## src/logic/pzg_consts.svh

```systemverilog
// Register indices, field positions, reset values and timing for the port zero block
`ifndef PZG_CONSTS_SVH
`define PZG_CONSTS_SVH

`define PZG_IDX_LATCH 16'hFE40
`define PZG_IDX_DIR 16'hFE41
`define PZG_IDX_FCTL 16'hFE42
`define PZG_IDX_LATCH_RAW 16'hFE43

`define PZG_BIT_HPWM_EN 7
`define PZG_BIT_LPWM_EN 6
`define PZG_BIT_IRQ_FLAG 5
`define PZG_BIT_IRQ_EN 4
`define PZG_BIT_CKO_EN 3

`define PZG_DIV_SUBCLK 3'h7
`define PZG_RST_LATCH 7'h00
`define PZG_RST_DIR 7'h00
`define PZG_RST_FCTL 8'h00
`define PZG_PIN_BIT_CLK 5
`define PZG_PIN_BIT_HPWM 6
`define PZG_PIN_BIT_VPWM_A 3
`define PZG_PIN_BIT_VPWM_B 4

`endif

```

## src/logic/pzg_pkg.sv

```systemverilog
// Types shared by the port zero block
`default_nettype none
package pzg_pkg;
  typedef enum logic [1:0] {
    CKO_OFF,
    CKO_RUN,
    CKO_STOPPING
  } pzg_cko_state_type;
endpackage : pzg_pkg
`default_nettype wire

```

## src/logic/pzg_port_zero.sv

```systemverilog
// Seven-bit general purpose port with PWM routing, clock output and low-level interrupt
`timescale 1ns/1ps
`default_nettype none
`include "pzg_consts.svh"

module pzg_port_zero #(
  parameter logic [6:0] OPEN_DRAIN_MASK = 7'h00
) (
  input wire logic ref_clk_in,
  input wire logic sys_rst_in,
  input wire logic psel_in,
  input wire logic penable_in,
  input wire logic pwrite_in,
  input wire logic [17:0] paddr_in,
  input wire logic [31:0] pwdata_in,
  output logic [31:0] prdata_out,
  output logic pready_out,
  output logic pslverr_out,
  input wire logic [6:0] pin_in,
  output logic [6:0] pin_out,
  output logic [6:0] pin_oe_out,
  output logic [6:0] pullup_en_out,
  input wire logic high_pwm_in,
  input wire logic low_pwm_in,
  input wire logic voltage_pwm_a_en_in,
  input wire logic voltage_pwm_a_in,
  input wire logic voltage_pwm_b_en_in,
  input wire logic voltage_pwm_b_in,
  input wire logic sysclk_edge_in,
  input wire logic subclock_in,
  input wire logic light_standby_in,
  input wire logic deep_standby_in,
  output logic irq_out,
  output logic deep_standby_release_out
);

  ////////////////////////////////////////////////////////////////////////////////
  // Functions

  function automatic logic hit(input logic [17:0] addr, input logic [15:0] idx);
    hit = (addr == {idx, 2'b00});
  endfunction : hit

  // Last count of a half period: toggle after 2^div source edge pulses
  function automatic logic [5:0] half_last(input logic [2:0] div);
    half_last = 6'((7'h01 << div) - 7'h01);
  endfunction : half_last

  ////////////////////////////////////////////////////////////////////////////////
  // Declarations

  logic [6:0] latch_ff;
  logic [6:0] dir_ff;
  logic hpwm_en_ff;
  logic lpwm_en_ff;
  logic irq_flag_ff;
  logic irq_en_ff;
  logic [2:0] div_ff;
  pzg_pkg::pzg_cko_state_type cko_state_ff;
  pzg_pkg::pzg_cko_state_type nxt_cko_state;
  logic [6:0] pin_s1_ff;
  logic [6:0] pin_s2_ff;
  logic [6:0] pin_s3_ff;
  logic [6:0] pin_lvl_ff;
  logic sub_s1_ff;
  logic sub_s2_ff;
  logic sub_s3_ff;
  logic sub_lvl_ff;
  logic [5:0] div_cnt_ff;
  logic gen_clk_ff;
  logic src_prev_ff;
  logic [31:0] prdata_ff;
  logic pready_ff;
  logic pslverr_ff;
  logic [6:0] pin_ff;
  logic [6:0] pin_oe_ff;
  logic [6:0] pullup_ff;
  logic irq_ff;
  logic release_ff;
  logic access;
  logic wr;
  logic mapped;
  logic clk_src;
  logic clk_fall;
  logic cko_en;
  logic low_seen;
  logic standby;
  logic [6:0] nxt_pin;
  logic [6:0] nxt_oe;
  logic [31:0] nxt_rdata;
  localparam logic [7:0] RST_FCTL = `PZG_RST_FCTL;

  assign access = psel_in & penable_in & ~pready_ff;
  assign wr = access & pwrite_in;
  assign mapped = hit(paddr_in, `PZG_IDX_LATCH) | hit(paddr_in, `PZG_IDX_DIR)
                | hit(paddr_in, `PZG_IDX_FCTL) | hit(paddr_in, `PZG_IDX_LATCH_RAW);
  assign cko_en = (cko_state_ff != pzg_pkg::CKO_OFF);
  assign standby = light_standby_in | deep_standby_in;

  ////////////////////////////////////////////////////////////////////////////////
  // Pin and subclock synchronisers

  always_ff @(posedge ref_clk_in) begin
    pin_s1_ff <= pin_in;
    pin_s2_ff <= pin_s1_ff;
    pin_s3_ff <= pin_s2_ff;
    sub_s1_ff <= subclock_in;
    sub_s2_ff <= sub_s1_ff;
    sub_s3_ff <= sub_s2_ff;
  end

  // Level accepted only once two stages agree, per bit
  always_ff @(posedge ref_clk_in) begin
    if (sys_rst_in) begin
      pin_lvl_ff <= 7'h00;
      sub_lvl_ff <= 1'b0;
    end else begin
      pin_lvl_ff <= (pin_s2_ff & pin_s3_ff) | (pin_lvl_ff & (pin_s2_ff ^ pin_s3_ff));
      if (sub_s2_ff == sub_s3_ff) begin
        sub_lvl_ff <= sub_s3_ff;
      end
    end
  end

  ////////////////////////////////////////////////////////////////////////////////
  // APB slave: one wait state, so every access ends in its second cycle

  always_ff @(posedge ref_clk_in) begin
    if (sys_rst_in) begin
      pready_ff <= 1'b0;
      pslverr_ff <= 1'b0;
      prdata_ff <= 32'h0000_0000;
    end else begin
      pready_ff <= access;
      pslverr_ff <= access & ~mapped;
      prdata_ff <= access & ~pwrite_in ? nxt_rdata : 32'h0000_0000;
    end
  end

  always_comb begin
    nxt_rdata = 32'h0000_0000;
    if (hit(paddr_in, `PZG_IDX_LATCH)) begin
      nxt_rdata[6:0] = pin_lvl_ff;
    end else if (hit(paddr_in, `PZG_IDX_LATCH_RAW)) begin
      nxt_rdata[6:0] = latch_ff;
    end else if (hit(paddr_in, `PZG_IDX_DIR)) begin
      nxt_rdata[6:0] = dir_ff;
    end else if (hit(paddr_in, `PZG_IDX_FCTL)) begin
      nxt_rdata[7:0] = {hpwm_en_ff, lpwm_en_ff, irq_flag_ff, irq_en_ff, cko_en, div_ff};
    end
  end

  ////////////////////////////////////////////////////////////////////////////////
  // Latch and direction; bit 7 is not stored, software keeps it 0

  always_ff @(posedge ref_clk_in) begin
    if (sys_rst_in) begin
      latch_ff <= `PZG_RST_LATCH;
    end else if (wr && (hit(paddr_in, `PZG_IDX_LATCH) || hit(paddr_in, `PZG_IDX_LATCH_RAW))) begin
      latch_ff <= pwdata_in[6:0];
    end
  end

  always_ff @(posedge ref_clk_in) begin
    if (sys_rst_in) begin
      dir_ff <= `PZG_RST_DIR;
    end else if (wr && hit(paddr_in, `PZG_IDX_DIR)) begin
      dir_ff <= pwdata_in[6:0];
    end
  end

  ////////////////////////////////////////////////////////////////////////////////
  // Function control fields

  always_ff @(posedge ref_clk_in) begin
    if (sys_rst_in) begin
      {hpwm_en_ff, lpwm_en_ff, irq_en_ff, div_ff} <= {RST_FCTL[7:6], RST_FCTL[4], RST_FCTL[2:0]};
    end else if (wr && hit(paddr_in, `PZG_IDX_FCTL)) begin
      hpwm_en_ff <= pwdata_in[`PZG_BIT_HPWM_EN];
      lpwm_en_ff <= pwdata_in[`PZG_BIT_LPWM_EN];
      irq_en_ff <= pwdata_in[`PZG_BIT_IRQ_EN];
      div_ff <= pwdata_in[2:0]; // Glitch-free only if software waits for enable 0
    end
  end

  // Any input-mode pin with latch 1 seen low
  assign low_seen = |(~dir_ff & latch_ff & ~pin_lvl_ff);

  // Set wins over a clearing write in the same cycle
  always_ff @(posedge ref_clk_in) begin
    if (sys_rst_in) begin
      irq_flag_ff <= RST_FCTL[`PZG_BIT_IRQ_FLAG];
    end else if (low_seen) begin
      irq_flag_ff <= 1'b1;
    end else if (wr && hit(paddr_in, `PZG_IDX_FCTL)) begin
      irq_flag_ff <= pwdata_in[`PZG_BIT_IRQ_FLAG];
    end
  end

  always_ff @(posedge ref_clk_in) begin
    if (sys_rst_in) begin
      irq_ff <= 1'b0;
      release_ff <= 1'b0;
    end else begin
      irq_ff <= irq_flag_ff & irq_en_ff;
      release_ff <= irq_flag_ff & irq_en_ff;
    end
  end

  ////////////////////////////////////////////////////////////////////////////////
  // Clock output generator, paced by source edge pulses

  always_ff @(posedge ref_clk_in) begin
    if (sys_rst_in) begin
      div_cnt_ff <= 6'h00;
      gen_clk_ff <= 1'b0;
    end else if (sysclk_edge_in) begin
      if (div_cnt_ff >= half_last(div_ff)) begin
        div_cnt_ff <= 6'h00;
        gen_clk_ff <= ~gen_clk_ff;
      end else begin
        div_cnt_ff <= div_cnt_ff + 6'h01;
      end
    end
  end

  assign clk_src = (div_ff == `PZG_DIV_SUBCLK) ? sub_lvl_ff : gen_clk_ff;

  always_ff @(posedge ref_clk_in) begin
    if (sys_rst_in) begin
      src_prev_ff <= 1'b0;
    end else begin
      src_prev_ff <= clk_src;
    end
  end

  assign clk_fall = src_prev_ff & ~clk_src;

  // A cleared enable waits for the falling edge so no runt pulse reaches the pin
  always_comb begin
    nxt_cko_state = cko_state_ff;
    case (cko_state_ff)
      pzg_pkg::CKO_OFF: begin
        if (wr && hit(paddr_in, `PZG_IDX_FCTL) && pwdata_in[`PZG_BIT_CKO_EN]) begin
          nxt_cko_state = pzg_pkg::CKO_RUN;
        end
      end
      pzg_pkg::CKO_RUN: begin
        if (wr && hit(paddr_in, `PZG_IDX_FCTL) && !pwdata_in[`PZG_BIT_CKO_EN]) begin
          nxt_cko_state = pzg_pkg::CKO_STOPPING;
        end
      end
      pzg_pkg::CKO_STOPPING: begin
        if (wr && hit(paddr_in, `PZG_IDX_FCTL) && pwdata_in[`PZG_BIT_CKO_EN]) begin
          nxt_cko_state = pzg_pkg::CKO_RUN;
        end else if (clk_fall) begin
          nxt_cko_state = pzg_pkg::CKO_OFF;
        end
      end
      default: nxt_cko_state = pzg_pkg::CKO_OFF;
    endcase
  end

  always_ff @(posedge ref_clk_in) begin
    if (sys_rst_in) begin
      cko_state_ff <= pzg_pkg::CKO_OFF;
    end else begin
      cko_state_ff <= nxt_cko_state;
    end
  end

  ////////////////////////////////////////////////////////////////////////////////
  // Pin drivers

  always_comb begin
    nxt_pin = latch_ff;
    nxt_pin[`PZG_PIN_BIT_HPWM] = latch_ff[`PZG_PIN_BIT_HPWM] ^ (hpwm_en_ff & high_pwm_in);
    // Only reaches the pin through the direction gate below
    nxt_pin[`PZG_PIN_BIT_CLK] = latch_ff[`PZG_PIN_BIT_CLK]
                              ^ ((lpwm_en_ff & low_pwm_in) | (clk_src & cko_en));
    nxt_oe = dir_ff;
    if (!dir_ff[`PZG_PIN_BIT_VPWM_A] && voltage_pwm_a_en_in) begin
      nxt_pin[`PZG_PIN_BIT_VPWM_A] = voltage_pwm_a_in;
      nxt_oe[`PZG_PIN_BIT_VPWM_A] = 1'b1;
    end
    if (!dir_ff[`PZG_PIN_BIT_VPWM_B] && voltage_pwm_b_en_in) begin
      nxt_pin[`PZG_PIN_BIT_VPWM_B] = voltage_pwm_b_in;
      nxt_oe[`PZG_PIN_BIT_VPWM_B] = 1'b1;
    end
    nxt_oe = nxt_oe & ~(OPEN_DRAIN_MASK & nxt_pin);
  end

  // Frozen through standby so the board sees no change
  always_ff @(posedge ref_clk_in) begin
    if (sys_rst_in) begin
      pin_ff <= 7'h00;
      pin_oe_ff <= 7'h00;
      pullup_ff <= 7'h00;
    end else if (!standby) begin
      pin_ff <= nxt_pin;
      pin_oe_ff <= nxt_oe;
      pullup_ff <= ~dir_ff & latch_ff;
    end
  end

  assign prdata_out = prdata_ff;
  assign pready_out = pready_ff;
  assign pslverr_out = pslverr_ff;
  assign pin_out = pin_ff;
  assign pin_oe_out = pin_oe_ff;
  assign pullup_en_out = pullup_ff;
  assign irq_out = irq_ff;
  assign deep_standby_release_out = release_ff;

endmodule : pzg_port_zero

`default_nettype wire

```

## config.mk

```make
export PLATFORM = sky130hd
export DESIGN_NAME = pzg_port_zero
export DESIGN_NICKNAME = d
export VERILOG_FILES = /design/src/logic/pzg_pkg.sv /design/src/logic/pzg_port_zero.sv
export VERILOG_INCLUDE_DIRS = /design/src /design/src/logic
export SDC_FILE = /design/constraint.sdc
export NUM_CORES = 1
export LEC_CHECK = 0
export BUFFER_PORTS_ARGS = -buffer_cell sky130_fd_sc_hd__buf_4
export CAP_MARGIN = 15
export CORE_UTILIZATION = 47
export CTS_BUF_LIST = sky130_fd_sc_hd__clkbuf_8
export DETAILED_ROUTE_END_ITERATION = 6
export PLACE_DENSITY = 0.82
export REMOVE_ABC_BUFFERS = 1
export SKIP_CTS_REPAIR_TIMING = 1
export SLEW_MARGIN = 5
export SYNTH_ARGS = -nofsm -noshare
export SYNTH_HDL_FRONTEND = slang
export SYNTH_SLANG_ARGS = --single-unit
```

## constraint.sdc

```tcl
create_clock -name ref_clk_in -period 2.3 [get_ports ref_clk_in]
set_input_delay 0.23 -clock ref_clk_in [delete_from_list [all_inputs] [get_ports ref_clk_in]]
set_output_delay 0.23 -clock ref_clk_in [all_outputs]
set_load 0.005 [all_outputs]
```

==> impl_metrics.tcl, run 1 <==
set metrics [dict create \
    die_h_um 92.14 \
    status "finished with violations" \
    worst_pin_slew_ns 0.6038 \
    overflow 0 \
    grt.total_usage 0.2012 \
    drc 0 \
    place.gp.congestion 0.8451 \
    post-place-cells 567 \
    p_sw_w 0.0007434 \
    hold_viol 0 \
    p_clk_frac 0.373 \
    antenna_cells 0 \
    power.density_nw_per_um2 625.1 \
    synth_edf_count 0 \
    fill_cells 655 \
    wl_um 8260 \
    internal_power_w 0.002323 \
    root_buffer "clkbuf_8" \
    fin_ws_ns -0.1351 \
    violations "setup timing" \
    firstDrtPassIters 4 \
    grt_max_degree 58 \
    antenna_found_initial 0 \
    die_area_um2 8489 \
    insertion_delay_ns 0.37 \
    ys_types 42 \
    final_cells 591 \
    crit_path_max_fanout 3 \
    yosys.area.top_type_share 0.4980 \
    ir_worst_vdd_v 0.0003863 \
    p_seq_frac 0.556 \
    yosysTopAreaCell "dfxtp_1" \
    ys_seq_area_frac 0.4980 \
    netlist_area_um2 3819 \
    p_comb_frac 0.071 \
    rows 32 \
    rsz0062_at_grt "yes" \
    drive_above_1_share 0.2761 \
    slew_viol_final 0 \
    initial_core_util 0.4891 \
    grt_pass1_vias 2885 \
    synth-seq-cells 95 \
    htree_levels 3 \
    io_pins 129 \
    ant_nets 0 \
    synth.area.top_cells "dfxtp_1 (50%), mux2i_1 (6.6%), buf_4 (4.9%)" \
    max_slew_margin 0.5937 \
    wl_per_cell_um 13.98 \
    period_share 1.059 \
    avgSynthCellArea_um2 9.867 \
    skew_ns 0.008256 \
    die_w_um 92.14 \
    portBuffers 80 \
    syn2layout_area_growth_pct 28.47 \
    drtIter0Drc 138 \
    clock_path_buffers 2 \
    worstSetupEndpointType "register" \
    yosysWarnings 0 \
    startpoint_type "register" \
    hpwlAfterDp_um 5849 \
    min_path_type "in2reg" \
    max_freq_ghz 0.4107 \
    async_flop_share 0 \
    cts.clk_slew.worst_paths_ns 0.09 \
    swShare 0.2424 \
    synthFlopType "dfxtp_1" \
    synth_cells 387 \
    power_w 0.003067 \
    finalCriticalPeriod_ns 2.435 \
    maxCapViolCount 0 \
    clock_sinks 95 \
    place_ws_ns -0.2736 \
    cts_tree "yes" \
    leakage_nw 2.044 \
    numCtsBuffers 9 \
    viasPerCell 5.122 \
    critPathKind "reg2reg" \
    vias 3027 \
    core-area_um2 7807 \
    worstPathArrival_ns 2.73 \
    grt_pass1_wl_um 13320 \
    cp.required_ns 2.59 \
    nets 571 \
    setup_viol 7 \
]
-- Yosys cell counts (all sizes together), types with 4 or more instances --
master and count:
nand2 32, nor2 46, inv 9, o22ai 4, or3 7, nor2b 6
mux2i 25, nand3b 6, mux4 4, a211oi 11, dfxtp 95, nand4 4
buf 25, a21oi 26, clkbuf 15, nor3 10, nor3b 6, nor4 4
ha 15, xor2 4
-- final timing paths --
check                         startpoint                      endpoint  slack [ns]  cells after the start
setup reg to reg  div_ff[2]$_SDFFE_PP0N_       gen_clk_ff$_SDFFE_PP0P_       -0.14                     10
setup / recovery  div_ff[2]$_SDFFE_PP0N_       gen_clk_ff$_SDFFE_PP0P_       -0.14                     10
hold reg to reg     pin_s1_ff[5]$_DFF_P_          pin_s2_ff[5]$_DFF_P_        0.33                      0
hold / removal              pwdata_in[3]  cko_state_ff[1]$_SDFFE_PP0P_        0.09                      2
-- through the flow --
| step | instance area [µm²] | hold WS (ns) | utilization | TNS [ns] |
|---|---|---|---|---|
| final | 4906 | 0.09136 | 0.6284 | -0.3721 |
| after CTS | 4730 | -0.05437 | 0.6058 | -1.950 |
| after floorplan | 3661 | 0.2577 | - | -1.099 |
| after global routing | 4906 | 0.07634 | 0.6284 | -0.9233 |
| after detailed placement | 4514 | 0.3121 | 0.5782 | -2.119 |
| after global placement | 4514 | 0.3104 | 0.5782 | -1.370 |
-- cells in the final DEF, fill, tap and decap left out, types with 4 or more instances in the layout --
master,n
clkbuf_8,9
mux2i_1,25
or3_1,4
dlygate4sd3_1,8
a21oi_1,25
buf_4,93
mux4_2,4
ha_1,13
a211oi_1,9
conb_1,24
nor2_1,46
nor4_1,4
xor2_1,4
inv_1,9
nand4_1,4
nor3b_1,6
nand3b_1,6
dfxtp_1,93
nand2_1,32
o22ai_1,4
nor3_1,8
nor2b_1,6
-- flip-flops by register name, indices dropped and copies added, names as in the netlist, 2 cells and up --
register / count
pin_s1_ff: 7
prdata_out: 8
pullup_en_out: 7
div_ff: 3
pin_lvl_ff: 7
pin_oe_out: 7
pin_s2_ff: 7
cko_state_ff: 2
div_cnt_ff: 6
latch_ff: 7
dir_ff: 7
pin_s3_ff: 7
pin_out: 7
-- final cells by class --
| cell class | instances | area [µm²] | area share |
|---|---|---|---|
| Clock inverter | 7 | 91.34 | 0.01862 |
| Timing Repair Buffer | 103 | 809.5 | 0.1650 |
| Multi-Input combinational cell | 266 | 1815 | 0.3701 |
| Clock buffer | 9 | 123.9 | 0.02525 |
| Sequential cell | 95 | 1904 | 0.3882 |
| Tap cell | 102 | 127.6 | 0.02601 |
| Inverter | 9 | 33.78 | 0.006886 |
-- power by group through the flow --
stage,clock network [W],logic [W],registers [W]
after global placement,0,0.000194,0.00174
final,0.00114,0.000217,0.00171
after global routing,0.00123,0.000244,0.00171
after detailed placement,0,0.000202,0.00174
after floorplan,0,0.0000791,0.00174
after CTS,0.00117,0.000203,0.00171
-- kinds of logic after synthesis --
family                   count (synthesis)  synth area share
other                                    1         0.0009820
XOR/XNOR                                 7           0.01606
AO/OA/AOI/OAI                           55           0.09207
buffers and inverters                   49           0.07274
multiplexers                            29           0.08912
flip-flops                              95            0.4980
AND/OR/NAND/NOR                        136            0.1819
adder cells (fa/ha/maj)                 15           0.04915
-- per-layer routing --
layer / part of all wire / wire length, µm / vias up / GRT usage
li1: - / - / 1491 / -
met2: 0.49 / 4075 / 96 / 0.3371
met4: 0.025 / 203 / 0 / 0.09115
met5: 0 / 0 / - / 0
met3: 0.049 / 403 / 21 / 0.04478
met1: 0.43 / 3578 / 1419 / 0.2462
-- worst max-delay path, stage by stage, from the launching register on --
cell	delay, ns
dfxtp_2	0.33
or3_4	0.40
ha_4	0.18
buf_6	0.11
a21o_1	0.16
a21oi_2	0.19
ha_4	0.15
o21a_1	0.17
o221ai_4	0.15
or3_1	0.39
a21oi_1	0.13
Power figures use the tool's default switching activity.
==> inputs of run 2 (changes only) <==
--- a/config.mk
+++ b/config.mk
@@ -6,9 +6,11 @@
 export SDC_FILE = /design/constraint.sdc
 export NUM_CORES = 1
 export LEC_CHECK = 0
+export ABC_AREA = 1
 export BUFFER_PORTS_ARGS = -buffer_cell sky130_fd_sc_hd__buf_4
 export CAP_MARGIN = 15
-export CORE_UTILIZATION = 47
+export CORE_ASPECT_RATIO = 1.4
+export CORE_UTILIZATION = 48
 export CTS_BUF_LIST = sky130_fd_sc_hd__clkbuf_8
 export DETAILED_ROUTE_END_ITERATION = 6
 export PLACE_DENSITY = 0.82
==> run 2 against run 1 <==
Against the previous run:
- the flow now finishes without violations
- clock-buffer cell count rose by 1
- setup slack improved by 0.33 ns
- utilization fell by 3.1 points
- total power rose by 2.9%
- clock skew rose by 0.0020 ns
- via count rose by 27%
- wire length rose by 20%
- global-route usage rose by 1.7 points
- combinational power rose by 26%
- largest cell class is now multi-input combinational cells
==> impl_metrics.tcl, run 2 <==
set metrics [dict create \
    cp.required_ns 2.60 \
    clock_sinks 95 \
    numCtsBuffers 9 \
    root_buffer "clkbuf_8" \
    die_area_um2 9272 \
    insertion_delay_ns 0.37 \
    synth-seq-cells 95 \
    drc 0 \
    cts.clk_slew.worst_paths_ns 0.09 \
    postPlaceCellArea_um2 4842 \
    overflow 0 \
    setup_tns_ns 0 \
    antenna_cells 0 \
    final_common_cell "nand2_1" \
    crit_path_max_fanout 6 \
    status "complete, no violations" \
    portBuffers 80 \
    yosysWarnings 0 \
    grt.total_usage 0.2180 \
    utilization 0.5974 \
    drtIter0Drc 179 \
    layout_common_cells "nand2_1 (97), dfxtp_1 (94), buf_4 (86)" \
    nets 723 \
    synth_cells 549 \
    netlist_area_um2 4265 \
    r2r-end "div_cnt_ff[0]$_SDFFE_PP0P_" \
    synth.area.top_cells "dfxtp_1 (45%), nand2_1 (8.6%), nor2_1 (6.7%)" \
    yosysTopAreaCell "dfxtp_1" \
    ys_seq_area_frac 0.4459 \
    cts_tree "yes" \
    avgSynthCellArea_um2 7.769 \
    ant_nets 0 \
    syn2layout_area_growth_pct 20.56 \
    period_share 0.9174 \
    fin_ws_ns 0.1900 \
    antenna_found_initial 0 \
    die_w_um 81.67 \
    grt_pass1_wl_um 15280 \
    rows 40 \
    leakage_nw 2.306 \
    hold_depth 2 \
    synth_common_cells "nand2_1 (98), dfxtp_1 (95), nor2_1 (76), inv_1 (54), a21oi_1 (51)" \
    crit_path_end "div_cnt_ff[0]$_SDFFE_PP0P_" \
    worstSetupStartpoint "div_ff[2]$_SDFFE_PP0N_" \
    max_freq_ghz 0.4739 \
    clock_path_buffers 2 \
    wl_um 9906 \
    yosys.area.top_type_share 0.4459 \
    min_path_type "in2reg" \
    grt_pass1_vias 3568 \
    core-area_um2 8608 \
    wl_per_cell_um 13.28 \
    finalCriticalPeriod_ns 2.110 \
    reg2regPathDepth 14 \
    async_flop_share 0 \
    ys_types 34 \
    skew_ns 0.01026 \
    place.gp.congestion 0.8860 \
    vias 3848 \
    fill_cells 779 \
    hold_viol 0 \
    grt_max_degree 30 \
    setup_viol 0 \
    die_h_um 113.5 \
    largest_reg_flops 8 \
    firstDrtPassIters 5 \
    synth_edf_count 0 \
    worstPathArrival_ns 2.41 \
    slew_viol_final 0 \
    initial_core_util 0.4955 \
    rsz0062_at_grt "no" \
    regArea_um2 1903 \
    hpwlAfterDp_um 7261 \
    synthFlopType "dfxtp_1" \
    power.density_nw_per_um2 613.6 \
    drive_above_1_share 0.2059 \
    maxCapViolCount 0 \
    startpoint_type "register" \
    yosysMostFrequentCell "nand2_1" \
    stdcell_area_um2 5142 \
    htree_levels 3 \
    hold_start "pwrite_in" \
    ir_worst_vdd_v 0.0004676 \
    multi_input_area_um2 1953 \
    holdWs_ns 0.09389 \
    io_pins 129 \
    critPathKind "reg2reg" \
    viasPerCell 5.158 \
    worstSetupEndpointType "register" \
    timing.rr.start "div_ff[2]$_SDFFE_PP0N_" \
    reg2reg_slack_ns 0.19 \
    place_ws_ns 0.1170 \
]
[run 2: logic make-up after synthesis]
family	after synthesis	share of synthesized area
DFF	95	0.4459
adders and majority gates	15	0.04400
AOI/OAI and AO/OA	99	0.1235
other	1	0.0008792
xor gates and xnor gates	6	0.01232
buffers and inverters	99	0.1182
and+or+nand+nor	234	0.2552
[run 2: per-layer routing]
metal / track usage / up-vias / wire (µm)
met5: 0 / - / 0
met4: 0.1251 / 0 / 399
met3: 0.05280 / 40 / 619
met2: 0.3817 / 168 / 5103
met1: 0.2323 / 1750 / 3784
li1: - / 1890 / -
[run 2: cell type report]
type | instances | area share
clock buffer | 10 | 0.02676
clock inverter | 6 | 0.01436
inverter | 58 | 0.04234
multi-input combinational | 378 | 0.3798
sequential | 95 | 0.3701
tap | 105 | 0.02555
timing repair buffer | 94 | 0.1411
[run 2: power by group]
| part | total (W) | internal (W) | switching, W |
|---|---|---|---|
| logic | 0.000273 | 0.000127 | 0.000146 |
| registers | 0.00172 | 0.00170 | 0.0000252 |
| clock network | 0.00116 | 0.000547 | 0.000615 |
[run 2: worst min-delay path by stage]
stage                                to  slack (ns)
5_1_grt        prdata_out[7]$_SDFF_PP0_        0.08
6_report       prdata_out[7]$_SDFF_PP0_        0.09
4_1_cts               sub_s1_ff$_DFF_P_       -0.05
3_3_place_gp       pin_s2_ff[1]$_DFF_P_        0.31
2_1_floorplan      pin_s1_ff[0]$_DFF_P_        0.26
3_5_place_dp       pin_s2_ff[2]$_DFF_P_        0.31
[run 2: critical path: stages (launching register included)]
cell	delay [ns]
dfxtp_2	0.36
inv_1	0.16
nand3_1	0.10
ha_1	0.21
o21ai_0	0.07
a21oi_1	0.06
a31oi_1	0.17
ha_1	0.27
nand2_1	0.07
nor2_1	0.04
o21ai_0	0.06
nand4_1	0.13
nand2_1	0.12
nand2_2	0.11
a21oi_1	0.13
[run 2: metrics by stage]
| step | instances | total power, W |
|---|---|---|
| 2_1_floorplan | 531 | 0.001869 |
| 3_3_place_gp | 722 | 0.002009 |
| 3_5_place_dp | 722 | 0.002018 |
| 4_1_cts | 738 | 0.003175 |
| 5_1_grt | 746 | 0.003293 |
| 6_report | 746 | 0.003155 |
==> inputs of run 3 (changes only) <==
--- a/config.mk
+++ b/config.mk
@@ -13,6 +13,7 @@
 export CORE_UTILIZATION = 48
 export CTS_BUF_LIST = sky130_fd_sc_hd__clkbuf_8
 export DETAILED_ROUTE_END_ITERATION = 6
+export MAX_ROUTING_LAYER = met4
 export PLACE_DENSITY = 0.82
 export REMOVE_ABC_BUFFERS = 1
 export SKIP_CTS_REPAIR_TIMING = 1
==> constraint.sdc (replaced) <==
create_clock -name ref_clk_in -period 2.3 [get_ports ref_clk_in]
set_input_delay 0.115 -clock ref_clk_in [delete_from_list [all_inputs] [get_ports ref_clk_in]]
set_output_delay 0.115 -clock ref_clk_in [all_outputs]
set_load 0.005 [all_outputs]
==> run 3 against run 2 <==
Against the previous run:
- clock power down 4%
- die area stayed put
- setup slack improved by 0.0050 ns
- utilization increased by 0.15 points
- largest cell class unchanged
- via count is 0.16% higher
- global-route usage up 1.1 points
- register-to-register slack barely moved
- clock skew grew 0.0032 ns
- critical path type unchanged
- total power is 1.6% lower
==> impl_metrics.tcl, run 3 (same netlist as run 2, synthesis figures left out) <==
set metrics [dict create \
    viasPerCell 5.166 \
    ir_worst_vdd_v 0.0004745 \
    worstPathArrival_ns 2.35 \
    worstSetupEndpointType "register" \
    finalCriticalPeriod_ns 2.105 \
    firstDrtPassIters 4 \
    internal_power_w 0.002331 \
    critPathKind "reg2reg" \
    power_w 0.003105 \
    core-area_um2 8608 \
    drc 0 \
    swShare 0.2492 \
    cts.clk_slew.worst_paths_ns 0.10 \
    holdWs_ns 0.007154 \
    status "complete, no violations" \
    skew_ns 0.01350 \
    p_clk_frac 0.357 \
    antenna_cells 0 \
    die_area_um2 9272 \
    cts_tree "yes" \
    startpoint_type "register" \
    nets 723 \
    place.gp.congestion 0.8762 \
    drive_above_1_share 0.2122 \
    leakage_nw 2.316 \
    final_common_cell "nand2_1" \
    rows 40 \
    layout_common_cells "nand2_1 (96), dfxtp_1 (92), buf_4 (85)" \
    whs_endpoint "pready_out$_SDFF_PP0_" \
    postPlaceCellArea_um2 4827 \
    root_buffer "clkbuf_8" \
    wl_per_cell_um 13.14 \
    insertion_delay_ns 0.37 \
    initial_core_util 0.4955 \
    overflow 0 \
    setup_viol 0 \
    io_pins 129 \
    setup_tns_ns 0 \
    reg2regPathDepth 14 \
    clock_path_buffers 2 \
    hold_depth 3 \
    maxCapViolCount 0 \
    numCtsBuffers 9 \
    p_sw_w 0.0007737 \
    wl_um 9805 \
    max_freq_ghz 0.4750 \
    antenna_found_initial 0 \
    portBuffers 80 \
    grt_max_degree 36 \
    cp.required_ns 2.54 \
    grt_pass1_wl_um 15780 \
    die_h_um 113.5 \
    min_path_type "in2reg" \
    p_seq_frac 0.554 \
    power.density_nw_per_um2 602.3 \
    p_comb_frac 0.089 \
    hpwlAfterDp_um 7216 \
    grt_pass1_vias 3578 \
    period_share 0.9152 \
    ant_nets 0 \
    hold_viol 0 \
    vias 3854 \
    crit_path_max_fanout 5 \
    syn2layout_area_growth_pct 20.86 \
    largest_reg_flops 8 \
    hold_start "psel_in" \
    stdcell_area_um2 5155 \
    slew_viol_final 0 \
    fill_cells 778 \
    r2r-end "gen_clk_ff$_SDFFE_PP0P_" \
    die_w_um 81.67 \
    grt.total_usage 0.2293 \
    reg2reg_slack_ns 0.19 \
    drtIter0Drc 217 \
    timing.rr.start "div_ff[0]$_SDFFE_PP0N_" \
    clock_sinks 95 \
    htree_levels 3 \
]
-- run 3: power by group through the flow --
| stage | clock network [W] | logic [W] | registers (W) |
|---|---|---|---|
| finish | 0.00111 | 0.000277 | 0.00172 |
| global route | 0.00120 | 0.000313 | 0.00173 |
| CTS | 0.00114 | 0.000260 | 0.00172 |
| detailed placement | 0 | 0.000258 | 0.00176 |
| global placement | 0 | 0.000250 | 0.00176 |
| floorplan | 0 | 0.000115 | 0.00175 |
-- run 3: cell type report --
| type | count | area [µm²] | share of cell area |
|---|---|---|---|
| Clock buffer | 9 | 123.9 | 0.02403 |
| Clock inverter | 7 | 73.82 | 0.01432 |
| Inverter | 58 | 220.2 | 0.04272 |
| Multi-Input combinational cell | 378 | 1969 | 0.3820 |
| Sequential cell | 95 | 1908 | 0.3701 |
| Tap cell | 105 | 131.4 | 0.02549 |
| Timing Repair Buffer | 94 | 728.2 | 0.1413 |
-- run 3: worst max path at each step --
stage	from	to	slack, ns	depth (start not counted)
global route	div_ff[0]$_SDFFE_PP0N_	div_cnt_ff[1]$_SDFFE_PP0P_	-0.02	14
finish	div_ff[0]$_SDFFE_PP0N_	gen_clk_ff$_SDFFE_PP0P_	0.19	14
detailed placement	div_ff[2]$_SDFFE_PP0N_	div_cnt_ff[1]$_SDFFE_PP0P_	0.04	14
global placement	div_ff[2]$_SDFFE_PP0N_	div_cnt_ff[1]$_SDFFE_PP0P_	0.22	14
CTS	div_ff[2]$_SDFFE_PP0N_	div_cnt_ff[1]$_SDFFE_PP0P_	0.02	14
floorplan	div_ff[0]$_SDFFE_PP0N_	div_cnt_ff[1]$_SDFFE_PP0P_	0.34	14
-- run 3: critical path: stages (launching register included) --
cell	delay, ns
dfxtp_2	0.36
nor2_2	0.12
nand2_1	0.09
ha_1	0.20
o21ai_0	0.11
a21oi_1	0.06
a31oi_1	0.17
ha_1	0.27
nand2_1	0.07
nor2_1	0.04
o21ai_0	0.06
nand4_1	0.16
buf_4	0.17
nand3_1	0.06
a21oi_1	0.06
-- run 3: layer usage --
layer | global-route usage | vias up | share of wire
met5 | - | - | 0
met3 | 0.04800 | 32 | 0.058
li1 | - | 1890 | -
met1 | 0.2442 | 1791 | 0.38
met2 | 0.3894 | 141 | 0.52
met4 | 0.1228 | 0 | 0.035
-- run 3: stage by stage --
| step | std cells | setup slack [ns] | utilization |
|---|---|---|---|
| final | 746 | 0.1950 | 0.5988 |
| after global routing | 746 | -0.02000 | 0.5988 |
| after CTS | 736 | 0.01826 | 0.5837 |
| after detailed placement | 720 | 0.04466 | 0.5608 |
| after global placement | 720 | 0.2211 | 0.5608 |
| after floorplan | 531 | 0.3351 | - |
